<file path="src/shared/fspmc_pkg.sv">
// Behaviour
// - speed set by pwm duty cycle
// - fixed three speed or analog proportional modes
// - analog input maps linearly between min and max
// - fan runs only while run request asserted
// - run mode without error flashes led
// - program timeout flashes led, reset clears
// - run mode error holds led on
// - reset clears error once condition gone
// - program mode not timed out, led on
// - internal fault leaves led off
// - program mode holds motor stopped
// - program timeout after about five and a half minutes
// - switch 8 store saves adjusted setting
// - monitor level presented only in program mode
// - switch 2 selects analog or fixed speed
// - switch 3 adjusts high or max setting
package fspmc_pkg;
	localparam int unsigned CLK_HZ         = 25_000_000;
	localparam int unsigned TIMEOUT_S      = 330;
	localparam int unsigned STORE_HOLD_MS  = 500;
	localparam int unsigned FLASH_HALF_MS  = 500;
	localparam longint unsigned TIMEOUT_CYC = longint'(TIMEOUT_S) * CLK_HZ;
	localparam int unsigned STORE_HOLD_CYC = STORE_HOLD_MS * (CLK_HZ / 1000);
	localparam int unsigned FLASH_HALF_CYC = FLASH_HALF_MS * (CLK_HZ / 1000);
	localparam int unsigned SPD_W          = 8;
	// switch positions, index 0 is switch 1
	localparam int unsigned SW_PROG  = 0;
	localparam int unsigned SW_ANLG  = 1;
	localparam int unsigned SW_HI    = 2;
	localparam int unsigned SW_MED   = 3;
	localparam int unsigned SW_LO    = 4;
	localparam int unsigned SW_STORE = 7;
	// reset values of retained settings
	localparam logic [7:0] RST_HI  = 8'hE0;
	localparam logic [7:0] RST_MED = 8'hA0;
	localparam logic [7:0] RST_LO  = 8'h60;
	localparam logic [7:0] RST_MAX = 8'hFF;
	localparam logic [7:0] RST_MIN = 8'h40;
	// axi-lite offsets
	localparam logic [7:0] A_CTRL  = 8'h00;
	localparam logic [7:0] A_STAT  = 8'h04;
	localparam logic [7:0] A_IRQ   = 8'h08;
	localparam logic [7:0] A_MASK  = 8'h0C;
	localparam logic [7:0] A_SPEED = 8'h10;
	localparam int unsigned IRQ_STORE = 0;
	localparam int unsigned IRQ_TOUT  = 1;
	localparam int unsigned IRQ_ERR   = 2;
	typedef enum logic [1:0] {
		FSPMC_RUN   = 2'b00,
		FSPMC_ERR   = 2'b01,
		FSPMC_PROG  = 2'b10,
		FSPMC_TOUT  = 2'b11
	} fspmc_state_t;
	typedef struct packed {
		logic [7:0] hi;
		logic [7:0] med;
		logic [7:0] lo;
		logic [7:0] max;
		logic [7:0] min;
	} fspmc_set_t;
endpackage

</file>
<file path="src/hdl/fspmc_top.sv">
`timescale 1ns/1ps
`default_nettype none
module fspmc_top #(
	parameter longint unsigned TIMEOUT_CYC    = fspmc_pkg::TIMEOUT_CYC,
	parameter int unsigned     STORE_HOLD_CYC = fspmc_pkg::STORE_HOLD_CYC,
	parameter int unsigned     FLASH_HALF_CYC = fspmc_pkg::FLASH_HALF_CYC
) (
	input  wire logic        aclk,          // 25 MHz clock
	input  wire logic        aresetn,       // sync reset, low active
	input  wire logic [7:0]  cfg_sw,        // config switches, bit0 = switch 1
	input  wire logic        reset_btn,     // reset button, high pressed
	input  wire logic        run_req,       // fan run request
	input  wire logic [7:0]  pot_level,     // speed potentiometer sample
	input  wire logic [7:0]  remote_level,  // remote analog sample, 0 = 2 V
	input  wire logic [1:0]  speed_sel,     // fixed speed: 0 off 1 lo 2 med 3 hi
	input  wire logic        sys_error,     // system error condition
	input  wire logic        int_fault,     // internal fault
	output logic             pwm_out,       // motor pwm command
	output logic             status_led,    // status led, high lit
	output logic [7:0]       monitor_point_high, // monitor level, + point
	output logic [7:0]       monitor_point_low,  // monitor reference, - point
	output logic             irq,           // level interrupt
	input  wire logic [7:0]  s_axi_awaddr,  // write address
	input  wire logic        s_axi_awvalid, // write address valid
	output logic             s_axi_awready, // write address ready
	input  wire logic [31:0] s_axi_wdata,   // write data
	input  wire logic [3:0]  s_axi_wstrb,   // write strobes
	input  wire logic        s_axi_wvalid,  // write data valid
	output logic             s_axi_wready,  // write data ready
	output logic [1:0]       s_axi_bresp,   // write response
	output logic             s_axi_bvalid,  // write response valid
	input  wire logic        s_axi_bready,  // write response ready
	input  wire logic [7:0]  s_axi_araddr,  // read address
	input  wire logic        s_axi_arvalid, // read address valid
	output logic             s_axi_arready, // read address ready
	output logic [31:0]      s_axi_rdata,   // read data
	output logic [1:0]       s_axi_rresp,   // read response
	output logic             s_axi_rvalid,  // read valid
	input  wire logic        s_axi_rready   // read ready
);
	// two-stage synchronisers for all pin inputs
	// switches, button and analog samples all come from outside aclk;
	// nothing but sync_ff reads meta_ff
	// analog samples are not gray coded, so a word caught mid-change
	// may mix old and new bits for one cycle; the fan tolerates that
	logic [28:0] meta_ff;
	logic [28:0] sync_ff;
	always_ff @(posedge aclk) begin
		meta_ff <= {cfg_sw, reset_btn, run_req, pot_level, speed_sel, sys_error,
			int_fault, remote_level[7:1]};
		sync_ff <= meta_ff;
	end
	// remote lsb synchronised on its own pair of flops
	logic       rmt_lsb_m_ff;
	logic       rmt_lsb_ff;
	always_ff @(posedge aclk) begin
		rmt_lsb_m_ff <= remote_level[0];
		rmt_lsb_ff   <= rmt_lsb_m_ff;
	end
	// synchronised views of the pins
	wire [7:0] sw_s    = sync_ff[28:21];
	wire       btn_s   = sync_ff[20];
	wire       run_s   = sync_ff[19];
	wire [7:0] pot_s   = sync_ff[18:11];
	wire [1:0] sel_s   = sync_ff[10:9];
	wire       err_s   = sync_ff[8];
	wire       fault_s = sync_ff[7];
	wire [7:0] rmt_s   = {sync_ff[6:0], rmt_lsb_ff};

	// button edge
	// delay flop resets to the idle level, so no false press follows reset
	logic btn_d_ff;
	always_ff @(posedge aclk) begin
		btn_d_ff <= aresetn ? btn_s : 1'b0;
	end
	wire btn_press = btn_s & ~btn_d_ff;

	// software control register: bit0 soft fault, bit1 soft reset press
	// a soft press acts exactly like the reset button
	logic [1:0] ctrl_ff;
	wire        sw_fault = ctrl_ff[0];
	wire        press    = btn_press | ctrl_ff[1];
	wire        prog     = sw_s[fspmc_pkg::SW_PROG];
	wire        fault    = fault_s | sw_fault;

	// mode state machine
	// run:  fan may spin, led flashes
	// err:  system error seen in run, led steady, fan stopped
	// prog: program switch on, led steady, fan stopped
	// tout: program session idle too long, led flashes
	// leaving program mode always returns to run; a live error
	// then takes it straight back to err
	fspmc_pkg::fspmc_state_t st_ff;
	fspmc_pkg::fspmc_state_t nxt_st;
	logic [38:0] tout_cnt_ff;
	wire         tout_hit = (tout_cnt_ff >= 39'(TIMEOUT_CYC - 1));
	always_comb begin
		nxt_st = st_ff;
		unique case (st_ff)
			fspmc_pkg::FSPMC_RUN: begin
				if (prog)
					nxt_st = fspmc_pkg::FSPMC_PROG;
				else if (err_s)
					nxt_st = fspmc_pkg::FSPMC_ERR;
			end
			fspmc_pkg::FSPMC_ERR: begin
				if (prog)
					nxt_st = fspmc_pkg::FSPMC_PROG;
				else if (press && !err_s)
					nxt_st = fspmc_pkg::FSPMC_RUN;
			end
			fspmc_pkg::FSPMC_PROG: begin
				if (!prog)
					nxt_st = fspmc_pkg::FSPMC_RUN;
				else if (tout_hit && !press)
					nxt_st = fspmc_pkg::FSPMC_TOUT;
			end
			fspmc_pkg::FSPMC_TOUT: begin
				if (!prog)
					nxt_st = fspmc_pkg::FSPMC_RUN;
				else if (press)
					nxt_st = fspmc_pkg::FSPMC_PROG;
			end
		endcase
	end
	// timeout counts program time since entry or last press
	// the counter saturates, so a very long session cannot wrap back
	// 39 bits hold the default of several minutes of aclk cycles
	always_ff @(posedge aclk) begin
		if (!aresetn || st_ff != fspmc_pkg::FSPMC_PROG || press)
			tout_cnt_ff <= '0;
		else if (!tout_hit)
			tout_cnt_ff <= tout_cnt_ff + 39'h1;
	end
	// state register, back to run on reset
	always_ff @(posedge aclk) begin
		st_ff <= aresetn ? nxt_st : fspmc_pkg::FSPMC_RUN;
	end

	// store: switch 8 held on then released commits the pot value
	// the hold counter saturates once the minimum hold is reached;
	// a short flick of switch 8 therefore stores nothing
	// outside program mode switch 8 is ignored
	logic [31:0] hold_cnt_ff;
	logic        sw8_d_ff;
	wire         sw8      = sw_s[fspmc_pkg::SW_STORE];
	wire         held     = (hold_cnt_ff >= 32'(STORE_HOLD_CYC));
	wire         editable = (st_ff == fspmc_pkg::FSPMC_PROG) | (st_ff == fspmc_pkg::FSPMC_TOUT);
	wire         store    = sw8_d_ff & ~sw8 & held & editable;
	always_ff @(posedge aclk) begin
		sw8_d_ff <= aresetn ? sw8 : 1'b0;
		if (!aresetn || !sw8)
			hold_cnt_ff <= '0;
		else if (!held)
			hold_cnt_ff <= hold_cnt_ff + 32'h1;
	end

	// retained settings; analog selects max/min, fixed selects hi/med/lo
	// switch 3 picks hi or max, switch 5 lo or min, switch 4 med in
	// fixed mode only; with no select switch on, a store changes nothing
	// values live in flops: they survive a timeout but not aresetn
	fspmc_pkg::fspmc_set_t set_ff;
	wire anlg = sw_s[fspmc_pkg::SW_ANLG];
	always_ff @(posedge aclk) begin
		if (!aresetn) begin
			set_ff <= {fspmc_pkg::RST_HI, fspmc_pkg::RST_MED, fspmc_pkg::RST_LO,
				fspmc_pkg::RST_MAX, fspmc_pkg::RST_MIN};
		end else if (store) begin
			if (sw_s[fspmc_pkg::SW_HI] && anlg)
				set_ff.max <= pot_s;
			else if (sw_s[fspmc_pkg::SW_HI])
				set_ff.hi <= pot_s;
			else if (sw_s[fspmc_pkg::SW_MED] && !anlg)
				set_ff.med <= pot_s;
			else if (sw_s[fspmc_pkg::SW_LO] && anlg)
				set_ff.min <= pot_s;
			else if (sw_s[fspmc_pkg::SW_LO])
				set_ff.lo <= pot_s;
		end
	end

	// linear map min + (max-min)*level/255, clamped if min > max
	// level 0 is the bottom of the remote range and gives min,
	// level 255 the top and gives max; the division is exact at both
	// ends, which is where the speed range must land
	function automatic logic [7:0] fspmc_map(input logic [7:0] lo, input logic [7:0] hi,
		input logic [7:0] lvl);
		logic [15:0] prod;
		prod = 16'(hi - lo) * 16'(lvl);
		if (hi <= lo)
			return lo;
		return 8'(lo + 8'(prod / 16'h00FF));
	endfunction
	// fixed speed from the selector, code 0 means off
	wire [7:0] fix_spd = (sel_s == 2'h3) ? set_ff.hi :
		(sel_s == 2'h2) ? set_ff.med :
		(sel_s == 2'h1) ? set_ff.lo : 8'h00;
	wire [7:0] anl_spd = fspmc_map(set_ff.min, set_ff.max, rmt_s);
	// fan runs only in run state with a run request and no fault
	wire       run_ok  = run_s & ~prog & ~fault & (st_ff == fspmc_pkg::FSPMC_RUN);
	wire [7:0] cmd_spd = !run_ok ? 8'h00 : (anlg ? anl_spd : fix_spd);

	// pwm: 255-step period, duty = cmd_spd / 255
	// duty 0 is always off, duty 255 always on
	logic [7:0] pwm_cnt_ff;
	logic [7:0] duty_ff;
	always_ff @(posedge aclk) begin
		if (!aresetn) begin
			pwm_cnt_ff <= '0;
			duty_ff    <= '0;
			pwm_out    <= 1'b0;
		end else begin
			pwm_cnt_ff <= (pwm_cnt_ff == 8'hFE) ? 8'h00 : pwm_cnt_ff + 8'h01;
			// speed changes wait for the period end, a stop acts at once
			if (pwm_cnt_ff == 8'hFE || !run_ok)
				duty_ff <= cmd_spd;
			pwm_out <= run_ok & (pwm_cnt_ff < duty_ff);
		end
	end

	// led flash timebase
	// one toggle per half period; the default gives about one hertz
	logic [31:0] flash_cnt_ff;
	logic        flash_ff;
	always_ff @(posedge aclk) begin
		if (!aresetn || flash_cnt_ff >= 32'(FLASH_HALF_CYC - 1))
			flash_cnt_ff <= '0;
		else
			flash_cnt_ff <= flash_cnt_ff + 32'h1;
		if (!aresetn)
			flash_ff <= 1'b0;
		else if (flash_cnt_ff >= 32'(FLASH_HALF_CYC - 1))
			flash_ff <= ~flash_ff;
	end
	// led priority: fault dark, then flashing states, else steady on
	wire led_nxt = fault ? 1'b0 :
		(st_ff == fspmc_pkg::FSPMC_RUN)  ? flash_ff :
		(st_ff == fspmc_pkg::FSPMC_TOUT) ? flash_ff :
		1'b1;

	// monitor points: level only in program mode
	// the low point is the reference and stays at zero
	wire [7:0] mon_nxt = !prog ? 8'h00 :
		sw_s[fspmc_pkg::SW_HI] ? pot_s : pot_s;
	always_ff @(posedge aclk) begin
		status_led         <= aresetn ? led_nxt : 1'b0;
		monitor_point_high <= aresetn ? mon_nxt : 8'h00;
		monitor_point_low  <= 8'h00;
	end

	// interrupt events: store, timeout entry, error entry
	// error and timeout events are one-cycle pulses taken from state transitions,
	// so a state held for long raises its bit only once
	// a mask bit of one lets its status bit drive irq
	logic [2:0] irq_ff;
	logic [2:0] mask_ff;
	wire [2:0]  ev = {(nxt_st == fspmc_pkg::FSPMC_ERR) & (st_ff != fspmc_pkg::FSPMC_ERR),
		(nxt_st == fspmc_pkg::FSPMC_TOUT) & (st_ff != fspmc_pkg::FSPMC_TOUT), store};
	assign irq = |(irq_ff & mask_ff);

	// axi-lite slave: takes aw and w in either order
	// each half is parked until both are in; each ready drops while its own half
	// or a response is pending, which keeps one write in flight
	// only the low byte lane carries writable bits
	logic       aw_ok_ff;
	logic       w_ok_ff;
	logic [7:0] awa_ff;
	logic [31:0] wd_ff;
	logic [3:0] ws_ff;
	// ready signals are combinational from the pending flags
	assign s_axi_awready = ~aw_ok_ff & ~s_axi_bvalid;
	assign s_axi_wready  = ~w_ok_ff & ~s_axi_bvalid;
	assign s_axi_arready = ~s_axi_rvalid;
	wire        wr_go = aw_ok_ff & w_ok_ff;
	wire        wr_hit = (awa_ff == fspmc_pkg::A_CTRL) | (awa_ff == fspmc_pkg::A_IRQ) |
		(awa_ff == fspmc_pkg::A_MASK);
	wire        wr_irq  = wr_go & ws_ff[0] & (awa_ff == fspmc_pkg::A_IRQ);
	wire [2:0]  irq_clr = wr_irq ? wd_ff[2:0] : 3'h0;
	always_ff @(posedge aclk) begin
		if (!aresetn) begin
			aw_ok_ff     <= 1'b0;
			w_ok_ff      <= 1'b0;
			awa_ff       <= '0;
			wd_ff        <= '0;
			ws_ff        <= '0;
			s_axi_bvalid <= 1'b0;
			s_axi_bresp  <= 2'h0;
			ctrl_ff      <= '0;
			mask_ff      <= '0;
			irq_ff       <= '0;
		end else begin
			if (s_axi_awvalid && s_axi_awready) begin
				aw_ok_ff <= 1'b1;
				awa_ff   <= s_axi_awaddr;
			end
			if (s_axi_wvalid && s_axi_wready) begin
				w_ok_ff <= 1'b1;
				wd_ff   <= s_axi_wdata;
				ws_ff   <= s_axi_wstrb;
			end
			ctrl_ff[1] <= 1'b0; // soft press is a one-cycle pulse
			if (wr_go) begin
				aw_ok_ff     <= 1'b0;
				w_ok_ff      <= 1'b0;
				s_axi_bvalid <= 1'b1;
				s_axi_bresp  <= wr_hit ? 2'h0 : 2'h2;
				if (ws_ff[0] && awa_ff == fspmc_pkg::A_CTRL)
					ctrl_ff <= wd_ff[1:0];
				if (ws_ff[0] && awa_ff == fspmc_pkg::A_MASK)
					mask_ff <= wd_ff[2:0];
			end else if (s_axi_bvalid && s_axi_bready) begin
				s_axi_bvalid <= 1'b0;
			end
			irq_ff <= (irq_ff & ~irq_clr) | ev; // set wins over clear
		end
	end

	// read path
	// reads have no side effects; the address is decoded combinationally
	// and the data registered together with rvalid
	wire [31:0] rd_mux = (s_axi_araddr == fspmc_pkg::A_CTRL)  ? {31'h0, ctrl_ff[0]} :
		(s_axi_araddr == fspmc_pkg::A_STAT)  ? {24'h0, run_ok, fault, prog, anlg,
			status_led, pwm_out, st_ff} :
		(s_axi_araddr == fspmc_pkg::A_IRQ)   ? {29'h0, irq_ff} :
		(s_axi_araddr == fspmc_pkg::A_MASK)  ? {29'h0, mask_ff} :
		(s_axi_araddr == fspmc_pkg::A_SPEED) ? {24'h0, duty_ff} : 32'h0;
	// unmapped reads answer slverr with zero data
	wire rd_hit = (s_axi_araddr == fspmc_pkg::A_CTRL) | (s_axi_araddr == fspmc_pkg::A_STAT) |
		(s_axi_araddr == fspmc_pkg::A_IRQ) | (s_axi_araddr == fspmc_pkg::A_MASK) |
		(s_axi_araddr == fspmc_pkg::A_SPEED);
	always_ff @(posedge aclk) begin
		if (!aresetn) begin
			s_axi_rvalid <= 1'b0;
			s_axi_rdata  <= '0;
			s_axi_rresp  <= 2'h0;
		end else if (s_axi_arvalid && s_axi_arready) begin
			s_axi_rvalid <= 1'b1;
			s_axi_rdata  <= rd_mux;
			s_axi_rresp  <= rd_hit ? 2'h0 : 2'h2;
		end else if (s_axi_rvalid && s_axi_rready) begin
			s_axi_rvalid <= 1'b0;
		end
	end
endmodule // fspmc_top
`default_nettype wire

</file>
<file path="config.mk">
export PLATFORM = sky130hd
export DESIGN_NAME = fspmc_top
export DESIGN_NICKNAME = d
export VERILOG_FILES = /design/src/shared/fspmc_pkg.sv /design/src/hdl/fspmc_top.sv
export SDC_FILE = /design/constraint.sdc
export NUM_CORES = 1
export LEC_CHECK = 0
export BUFFER_PORTS_ARGS = -buffer_cell sky130_fd_sc_hd__buf_2
export CORE_MARGIN = 8
export CORE_UTILIZATION = 44
export DETAILED_ROUTE_END_ITERATION = 8
export GPL_TIMING_DRIVEN = 0
export MAX_ROUTING_LAYER = met4
export PLACE_DENSITY = 0.63
export SYNTH_ARGS = -nofsm -noshare
export SYNTH_HDL_FRONTEND = slang
export SYNTH_SLANG_ARGS = --single-unit
</file>
<file path="constraint.sdc">
create_clock -name aclk -period 11.75 [get_ports aclk]
set_input_delay 1.175 -clock aclk [delete_from_list [all_inputs] [get_ports aclk]]
set_output_delay 1.175 -clock aclk [all_outputs]
set_load 0.01 [all_outputs]
</file>
# Word-level counts from Yosys, hierarchy flattened
# Index checks and enable logic that the tools add are counted.
# totals
output_inout_bits	60
word_cells	180
input_bits	89
ff_bits	294
# classes
n_mul	1
n_bitwise	42
reduce_logical	41
addsub	6
magnitude_cmp	5
muxes	31
eq_ne	18
n_div	1
# op_table
op	n
$mux 8	12
$add 32x1->32 const B	2
$ge 32x24->1 const B	2
$add 39x1->39 const B	1
$ge 39x33->1 const B	1
$eq 8x4->1 const B	4
$mux 2	10
$div 16x8->16 const B	1
$logic_not 8->1	2
$mul 9x9->16	1
$and 1x1->1	15
$not 1->1	14
$logic_and 1x1->1	12
$eq 2x2->1 const B	5
$or 1x1->1	9
$sub 8x8->9	1
$add 8x1->8 const B	1
$add 8x8->8	1
$eq 8x3->1 const B	1
$eq 8x5->1 const B	1
$eq 8x8->1 const B	1
$le 8x8->1	1
$lt 8x8->1	1
$pmux 2 s4	1
other kinds (19)	45

# Longest topological paths before layout
# Gate-level depths: netlist of run 1.
# logic_depth
ltp_word	11
depth_mapped	63
ltp_nobuf	57

# Worst setup path before layout of run 1
# Ideal clock, no wire load.
# synth_path
path_type	register -> register
from	reg set_ff[1] in the netlist's numbering
to	reg duty_ff[6]
path_slack_ns	-0.353
required_time_ns	11.681
stages_incl_launch_ff	59
arrival_time_ns	12.034
synth_period_minus_slack_ns	12.103
setup_time_ns	0.069
n_path_buf	2
cell_sequence	dfxtp_1 inv_1 ha_1 nor2b_1 o21ai_0 nand2b_1 a21o_1 a21o_1 a21o_1 a21o_1 xor2_1 and2_1 fa_1 fa_1 fa_1 inv_1 fa_1 inv_1 [... 23 more ...] and4b_4 a211oi_4 inv_2 o311ai_1 ha_1 inv_1 fa_1 nor2b_1 o21ai_0 nand2b_1 a21o_1 a21oi_1 xor2_1 nand2_1 o21ai_0 a211oi_1 a21oi_1 nor2_1
# synth_between
elab_chain_len	7
elab_cells_between_ends	9
cone_classes	add/sub: 2; mul: 1; div: 1; order compare: 1; mux: 4
# synth_rtl
item	line_no	rtl
from (decl)	fspmc_top.sv:162	fspmc_pkg::fspmc_set_t set_ff;
from (signal assigned)	fspmc_top.sv:166	set_ff <= {fspmc_pkg::RST_HI, fspmc_pkg::RST_MED, fspmc_pkg::RST_LO,
$sub 8x8->9	fspmc_top.sv:189	prod = 16'(hi - lo) * 16'(lvl);
$mul 9x9->16	fspmc_top.sv:189	
$div 16x8->16	fspmc_top.sv:192	return 8'(lo + 8'(prod / 16'h00FF));
$add 8x8->8	fspmc_top.sv:192	
$mux 8 (*)	fspmc_top.sv:192	
$mux 8 (*) (2 in a row)	fspmc_top.sv:201	wire [7:0] cmd_spd = !run_ok ? 8'h00 : (anlg ? anl_spd : fix_spd);
to (signal assigned)	fspmc_top.sv:216	duty_ff <= cmd_spd;
to (decl)	fspmc_top.sv:206	logic [7:0] duty_ff;
# Mark *: on every way between the ends. The rest lies on a longest branch, timed or not.
# A chain may end at the register's enable or synchronous reset.

# Worst setup path after layout of run 1
# layout_path
from	reg set_ff[3] in the netlist's numbering
to	reg duty_ff[7]
# Same word-level chain as after synthesis.

==> results of run 1 <==
## metal layers
| metal | routed length [µm] | GRT usage |
|---|---|---|
| met2 | 18300 | 0.290 |
| met1 | 16700 | 0.221 |
| met3 | 1200 | 0.0208 |
| met4 | 491 | 0.0283 |
| met5 | 0 | - |
## what timing repair did
| item | 4_1_cts | 5_1_grt |
|---|---|---|
| pin swaps | 67 | 94 |
| endpoints found under the setup margin | 8 | 8 |
| setup buffers | 59 | 37 |
| hold endpoints to repair | 0 | 0 |
| gates resized for setup | 78 | 122 |
## Yosys cell counts, drive strengths merged (10+ instances only)
master,n,area [µm²]
nor2b,61,389
mux2i,58,588
o21ai,50,254
nand3,51,255
a221oi,11,103
buf,49,350
a22oi,12,100
mux2,12,143
nand2b,18,113
nor2,160,603
a21oi,68,348
xnor2,51,462
and3,45,302
a21o,17,128
inv,128,480
nor3,42,231
and2,41,259
a211oi,17,145
xor2,64,576
a21boi,10,75.1
dfxtp,264,5290
or3,15,104
nand4,28,175
fa,57,1140
nor4,11,81.3
ha,61,763
o211a,10,100
clkbuf,44,165
nand2,174,656
## worst max-delay path, delay by kind of cell (launching register included)
| kind | cells | cell delay (ns) |
|---|---|---|
| AOI/OAI and AO/OA | 19 | 3.25 |
| xor gates and xnor gates | 5 | 1.14 |
| adders and majority gates | 8 | 3.03 |
| buffers and inverters | 7 | 0.76 |
| DFF | 1 | 0.44 |
| muxes | 3 | 0.88 |
| and+or+nand+nor | 14 | 2.44 |
## state kept, by name (all words and copies together), names as in the netlist, 2 cells and up
name                cells
pwm_cnt_ff              8
meta_ff                27
st_ff                   2
mask_ff                 3
hold_cnt_ff            32
s_axi_rdata             8
awa_ff                  8
monitor_point_high      8
ctrl_ff                 2
wd_ff                   3
sync_ff                27
flash_cnt_ff           32
set_ff                 40
duty_ff                 8
irq_ff                  3
tout_cnt_ff            39
## stage by stage
stage               std cells  hold slack [ns]
floorplan                1799            0.310
global placement         2338            0.312
detailed placement       2338            0.312
CTS                      2440            0.329
global route             2472            0.333
finish                   2472            0.328
## final timing paths
path	from	end	cells after the start
worst max-delay path	set_ff[3]	duty_ff[7]	56
worst min-delay path	meta_ff[21]	sync_ff[21]	0
worst max register to register	set_ff[3]	duty_ff[7]	56
worst min register to register	meta_ff[21]	sync_ff[21]	0
## layout make-up
class	count	area [µm²]
Fill cell	3179	15900
Multi-Input combinational cell	1314	10500
Tap cell	461	577
Sequential cell	264	5290
Inverter	128	483
Timing Repair Buffer	173	1170
Clock inverter	18	190
Buffer	86	482
Clock buffer	28	668
## cells by family after synthesis
| family | Yosys count | synth area share |
|---|---|---|
| AOI/OAI and AO/OA | 280 | 0.130 |
| xor gates and xnor gates | 116 | 0.0680 |
| adders and majority gates | 119 | 0.123 |
| buffers and inverters | 221 | 0.0639 |
| DFF | 264 | 0.339 |
| muxes | 71 | 0.0484 |
| other | 1 | 0.000241 |
| and+or+nand+nor | 686 | 0.227 |
==> impl_metrics.prom, run 1 <==
# TYPE chip_impl_metric gauge
chip_impl_info{name="run_status",value="finished with violations"} 1
chip_impl_info{name="failed_checks",value="negative setup slack"} 1
chip_impl_info{name="path_common_cell",value="sky130_fd_sc_hd__a21o_1"} 1
chip_impl_info{name="critical-path-slowest-cell",value="sky130_fd_sc_hd__fa_1"} 1
chip_impl_metric{name="cts_hold_repair.buffers",unit=""} 0
chip_impl_metric{name="finalWeightedCongestion",unit=""} 0.871
chip_impl_metric{name="cts_num_sinks",unit=""} 264
chip_impl_metric{name="grt_first_pass_wirelength",unit="µm"} 59800
chip_impl_metric{name="clock_tree.buffer_depth",unit=""} 3
chip_impl_metric{name="wl_per_cell",unit="µm"} 14.8
chip_impl_metric{name="report.final.slew_viol_count",unit=""} 0
chip_impl_metric{name="globalRouteTotalUtil",unit=""} 0.171
chip_impl_metric{name="drc_errors",unit=""} 0
chip_impl_metric{name="num_rows",unit=""} 69
chip_impl_metric{name="synthesis.instances",unit=""} 1758
chip_impl_metric{name="final_critical_path_setup_slack",unit="ns"} -0.276
chip_impl_metric{name="final_setup_viols",unit=""} 2
chip_impl_metric{name="clock_network_latency_to_the_later_pin_of_the_worst_skew_pair",unit="ns"} 0.53
chip_impl_metric{name="total_placed_instance_area",unit="mm²"} 0.0168
chip_impl_metric{name="syn_area",unit="mm²"} 0.0156
chip_impl_metric{name="ys_ff_latch",unit=""} 264
chip_impl_metric{name="hold_viol_final",unit=""} 0
chip_impl_metric{name="critical_path.max_fanout",unit=""} 6
chip_impl_metric{name="pre_cts_ws",unit="ns"} -1.57
chip_impl_info{name="most_frequent_cells_in_the_layout",value="sky130_fd_sc_hd__dfxtp_1, sky130_fd_sc_hd__nand2_1, sky130_fd_sc_hd__nor2_1"} 1
chip_impl_metric{name="clkSlewWorstSetupHoldPaths",unit="ns"} 0.06
chip_impl_metric{name="synth-warning-count",unit=""} 0
chip_impl_metric{name="final_core_utilization",unit=""} 0.549
chip_impl_info{name="synth_ff_type",value="sky130_fd_sc_hd__dfxtp_1"} 1
chip_impl_metric{name="die_area",unit="mm²"} 0.0417
chip_impl_metric{name="dr.first_iter.drc_count",unit=""} 611
chip_impl_metric{name="timing.max_cap.violations",unit=""} 0
chip_impl_metric{name="post_route_cells_drive_above_1_share",unit=""} 0.230
chip_impl_metric{name="router_iterations_before_antenna_repair",unit=""} 5
chip_impl_metric{name="clock_skew",unit="ns"} 0.0103
chip_impl_metric{name="fmax",unit="GHz"} 0.0832
chip_impl_metric{name="fin_area",unit="mm²"} 0.0193
chip_impl_metric{name="antenna_violating_nets_post_route",unit=""} 0
chip_impl_metric{name="io_buffer_count",unit=""} 78
chip_impl_metric{name="final.period_utilization",unit=""} 1.02
chip_impl_metric{name="pin_count_of_the_biggest_net_entering_global_routing",unit=""} 17
chip_impl_metric{name="ys_async_sr_fraction",unit=""} 0
chip_impl_metric{name="reg2reg_setup_slack",unit="ns"} -0.28
chip_impl_metric{name="avgViaCountPerCell",unit=""} 5.19
chip_impl_info{name="setup.worst_path.class",value="register to register"} 1
chip_impl_metric{name="crit_path_max_incr_delay",unit="ns"} 0.54
chip_impl_metric{name="fin_nets",unit=""} 2199
chip_impl_metric{name="netlist-cell-type-count",unit=""} 111
chip_impl_info{name="ctsRootBufferMaster",value="sky130_fd_sc_hd__clkbuf_16"} 1
chip_impl_metric{name="cp.arrival",unit="ns"} 12.48
chip_impl_metric{name="h-tree-depth",unit=""} 1
chip_impl_info{name="setup.worst_path.start_class",value="register"} 1
chip_impl_metric{name="design.core.area",unit="mm²"} 0.0352
chip_impl_metric{name="post_synth.cell_area_avg",unit="µm²"} 8.86
chip_impl_metric{name="die-width",unit="µm"} 204
chip_impl_metric{name="die_y",unit="µm"} 204
chip_impl_metric{name="num_io_pins",unit=""} 149
chip_impl_metric{name="antenna_violations_before_repair",unit=""} 0
chip_impl_info{name="tritoncts_clock_tree",value="built"} 1
chip_impl_metric{name="n_antenna_cell",unit=""} 0
chip_impl_info{name="layout_commonest_cell",value="sky130_fd_sc_hd__dfxtp_1"} 1
chip_impl_metric{name="period_minus_slack",unit="ns"} 12.03
chip_impl_metric{name="cts_inserted_buffers",unit=""} 25
chip_impl_info{name="worstSetupEndpointType",value="register"} 1
chip_impl_metric{name="global_route.overflow_total",unit=""} 0
chip_impl_metric{name="detailed_place_hpwl",unit="µm"} 26800
chip_impl_metric{name="timing_worst_slew_pin_value",unit="ns"} 0.720
chip_impl_metric{name="synth_enable_flop_cells",unit=""} 0
chip_impl_metric{name="finalSetupTns",unit="ns"} -0.478
chip_impl_metric{name="drt_wl_total",unit="µm"} 36700
chip_impl_metric{name="floorplan.initialDensity",unit=""} 0.442
chip_impl_metric{name="areaGrowthSynthToFinish",unit="%"} 24.2
chip_impl_metric{name="slew-limit-headroom",unit=""} 0.517
chip_impl_metric{name="ys_seq_area_frac",unit=""} 0.339
chip_impl_metric{name="critical_path_required",unit="ns"} 12.20
chip_impl_metric{name="grt_pass1_vias",unit=""} 12500
chip_impl_info{name="hold_path.class",value="register to register"} 1
chip_impl_metric{name="vias",unit=""} 12800
chip_impl_info{name="rsz0062_at_grt",value="true"} 1
Power of run 1 is left out: the tool's default activity adds up to more than one toggle a clock period on the data nets, which glitch-free logic cannot reach.
==> inputs of run 2 (changes only) <==
- PLACE_DENSITY: 0.63 -> 0.6
- clock period: 11.75 -> 14.1 ns (I/O delays scaled with it)
==> run 2 against run 1 <==
Compared with the run above: count of clock-buffer cells in the layout grew 5; critical path type unchanged; maximum frequency decreased by 8.1%; global-route usage down 0.55 points; die area unchanged; setup slack better by 1.3 ns; critical endpoint is now duty_ff[6]; sequential share of layout area grew 2.0 points; hold slack worse by 0.00099 ns; the run now ends clean; register-to-register slack gained 1.3 ns; critical path depth up 3.
==> impl_metrics.prom, run 2 (same netlist as run 1, synthesis figures left out) <==
# TYPE chip_impl_metric gauge
chip_impl_info{name="run_status",value="finished, final reports clean"} 1
chip_impl_metric{name="die_area",unit="mm²"} 0.0417
chip_impl_metric{name="number_of_instances_on_the_worst_hold_path",unit=""} 0
chip_impl_metric{name="fin_nets",unit=""} 2129
chip_impl_metric{name="global_route.overflow_total",unit=""} 0
chip_impl_metric{name="dp.cells",unit=""} 2338
chip_impl_metric{name="avgViaCountPerCell",unit=""} 5.15
chip_impl_metric{name="antenna_violating_nets_post_route",unit=""} 0
chip_impl_metric{name="finalSetupTns",unit="ns"} 0
chip_impl_metric{name="largest_reg_flops",unit=""} 40
chip_impl_metric{name="critical_path.max_fanout",unit=""} 8
chip_impl_metric{name="clock_tree.buffer_depth",unit=""} 3
chip_impl_metric{name="critical_path_required",unit="ns"} 14.56
chip_impl_metric{name="post_route_cells_drive_above_1_share",unit=""} 0.137
chip_impl_metric{name="final.period_utilization",unit=""} 0.928
chip_impl_metric{name="hold_viol_final",unit=""} 0
chip_impl_metric{name="pin_count_of_the_biggest_net_entering_global_routing",unit=""} 17
chip_impl_info{name="worstHoldStart",value="meta_ff[3]"} 1
chip_impl_metric{name="grtUsageMet2",unit=""} 0.268
chip_impl_metric{name="cts_hold_repair.buffers",unit=""} 0
chip_impl_metric{name="report.final.slew_viol_count",unit=""} 0
chip_impl_metric{name="final_critical_path_setup_slack",unit="ns"} 1.01
chip_impl_metric{name="globalRouteTotalUtil",unit=""} 0.166
chip_impl_info{name="worstSetupEndpointType",value="register"} 1
chip_impl_metric{name="antenna_violations_before_repair",unit=""} 0
chip_impl_metric{name="num_io_pins",unit=""} 149
chip_impl_metric{name="clkSlewWorstSetupHoldPaths",unit="ns"} 0.07
chip_impl_info{name="layout_commonest_cell",value="sky130_fd_sc_hd__dfxtp_1"} 1
chip_impl_metric{name="cts_inserted_buffers",unit=""} 26
chip_impl_metric{name="h-tree-depth",unit=""} 1
chip_impl_metric{name="router_iterations_before_antenna_repair",unit=""} 5
chip_impl_metric{name="vias",unit=""} 12400
chip_impl_metric{name="design.core.area",unit="mm²"} 0.0352
chip_impl_metric{name="timing.max_cap.violations",unit=""} 0
chip_impl_metric{name="num_rows",unit=""} 69
chip_impl_metric{name="die_y",unit="µm"} 204
chip_impl_metric{name="wl_per_cell",unit="µm"} 14.5
chip_impl_info{name="most_frequent_cells_in_the_layout",value="sky130_fd_sc_hd__dfxtp_1, sky130_fd_sc_hd__nand2_1, sky130_fd_sc_hd__nor2_1"} 1
chip_impl_metric{name="finalWeightedCongestion",unit=""} 0.855
chip_impl_info{name="r2r-end",value="duty_ff[6]"} 1
chip_impl_metric{name="n_antenna_cell",unit=""} 0
chip_impl_info{name="tritoncts_clock_tree",value="built"} 1
chip_impl_metric{name="clock_network_latency_to_the_later_pin_of_the_worst_skew_pair",unit="ns"} 0.53
chip_impl_metric{name="grt_pass1_vias",unit=""} 11800
chip_impl_metric{name="pre_cts_ws",unit="ns"} 0.465
chip_impl_metric{name="drt_wl_total",unit="µm"} 34800
chip_impl_metric{name="cp.arrival",unit="ns"} 13.55
chip_impl_info{name="hold_path.class",value="register to register"} 1
chip_impl_metric{name="io_buffer_count",unit=""} 78
chip_impl_metric{name="groute.layer.met1.usage",unit=""} 0.224
chip_impl_metric{name="crit_path_max_incr_delay",unit="ns"} 0.54
chip_impl_metric{name="floorplan.initialDensity",unit=""} 0.442
chip_impl_metric{name="final_setup_viols",unit=""} 0
chip_impl_metric{name="reg2reg_setup_slack",unit="ns"} 1.01
chip_impl_info{name="worstHoldEndpoint",value="sync_ff[3]"} 1
chip_impl_info{name="top_register",value="set_ff"} 1
chip_impl_metric{name="fmax",unit="GHz"} 0.0764
chip_impl_metric{name="final-instance-count-excl-fill",unit=""} 2401
chip_impl_metric{name="fillCellCount",unit=""} 3325
chip_impl_metric{name="grt_first_pass_wirelength",unit="µm"} 57600
chip_impl_info{name="worst_r2r_startpoint",value="set_ff[1]"} 1
chip_impl_metric{name="cts_num_sinks",unit=""} 264
chip_impl_metric{name="timing_worst_slew_pin_value",unit="ns"} 0.788
chip_impl_info{name="grt_busiest_layer",value="met2"} 1
chip_impl_metric{name="die-width",unit="µm"} 204
chip_impl_info{name="ctsRootBufferMaster",value="sky130_fd_sc_hd__clkbuf_16"} 1
chip_impl_info{name="rsz0062_at_grt",value="false"} 1
chip_impl_metric{name="use_met3",unit=""} 0.0189
chip_impl_metric{name="detailed_place_hpwl",unit="µm"} 26500
chip_impl_info{name="critical-path-slowest-cell",value="sky130_fd_sc_hd__fa_1"} 1
chip_impl_info{name="setup.worst_path.class",value="register to register"} 1
chip_impl_metric{name="drc_errors",unit=""} 0
chip_impl_metric{name="period_minus_slack",unit="ns"} 13.09
chip_impl_metric{name="slew-limit-headroom",unit=""} 0.475
chip_impl_metric{name="dr.first_iter.drc_count",unit=""} 573
chip_impl_metric{name="clock_skew",unit="ns"} 0.0119
chip_impl_info{name="top_flop_regs",value="set_ff (40), tout_cnt_ff (39)"} 1
chip_impl_metric{name="rr_worst_depth",unit=""} 59
chip_impl_info{name="setup.worst_path.start_class",value="register"} 1
chip_impl_metric{name="areaGrowthSynthToFinish",unit="%"} 15.5
-- run 2: cell count changes in the layout (fill, tap and decap cells not counted), moves of 7 or more --
cell / change
sky130_fd_sc_hd__xor2_1: +7
sky130_fd_sc_hd__buf_6: -12
sky130_fd_sc_hd__ha_1: +11
sky130_fd_sc_hd__o21ai_0: +12
sky130_fd_sc_hd__a21oi_1: +11
sky130_fd_sc_hd__inv_2: -8
sky130_fd_sc_hd__buf_4: -62
sky130_fd_sc_hd__ha_4: -10
sky130_fd_sc_hd__inv_1: +9
sky130_fd_sc_hd__nand2_1: +7
-- run 2: stage by stage --
step | hold WS, ns | utilization | instance area (µm²)
floorplan | 0.310 | - | 15700
global placement | 0.310 | 0.474 | 16700
detailed placement | 0.312 | 0.474 | 16700
CTS | 0.327 | 0.502 | 17700
global route | 0.330 | 0.511 | 18000
finish | 0.327 | 0.511 | 18000
-- run 2: layer usage --
layer  vias to the layer above  wire, µm
li1                       6276         -
met1                      5853     16900
met2                       189     16500
met3                        52       966
met4                         0       549
met5                         -         0
-- run 2: area by class of cell --
class | instances | area, µm² | share of cell area
timing repair buffer | 95 | 518 | 0.0288
clock buffer | 33 | 728 | 0.0405
inverter | 128 | 480 | 0.0267
sequential | 264 | 5290 | 0.294
tap | 461 | 577 | 0.0321
multi-input combinational | 1314 | 9620 | 0.535
buffer | 93 | 515 | 0.0287
clock inverter | 13 | 256 | 0.0143
-- run 2: worst max-delay path by stage --
stage	slack [ns]	start	cells after the start	end
2_1_floorplan	2.00	set_ff[1]	58	duty_ff[6]
3_3_place_gp	0.48	set_ff[1]	58	duty_ff[6]
3_5_place_dp	0.47	set_ff[1]	58	duty_ff[6]
4_1_cts	0.41	set_ff[1]	58	duty_ff[6]
5_1_grt	0.005	set_ff[1]	59	duty_ff[7]
6_report	1.01	set_ff[1]	59	duty_ff[6]
-- run 2: what timing repair did --
item,CTS,global route
resized for setup,0,28
setup buffers,0,17
setup endpoints to repair,0,5
-- run 2: critical path: cells and delay by family (launching register included) --
kind / cells / cell delay (ns)
buffers and inverters: 8 / 0.65
adder cells (fa/ha/maj): 9 / 3.56
XOR/XNOR: 2 / 0.38
multiplexers: 2 / 0.70
AND/OR/NAND/NOR: 19 / 3.64
flip-flops: 1 / 0.39
AO/OA/AOI/OAI: 19 / 3.67
Power of run 2 is left out for the same reason.
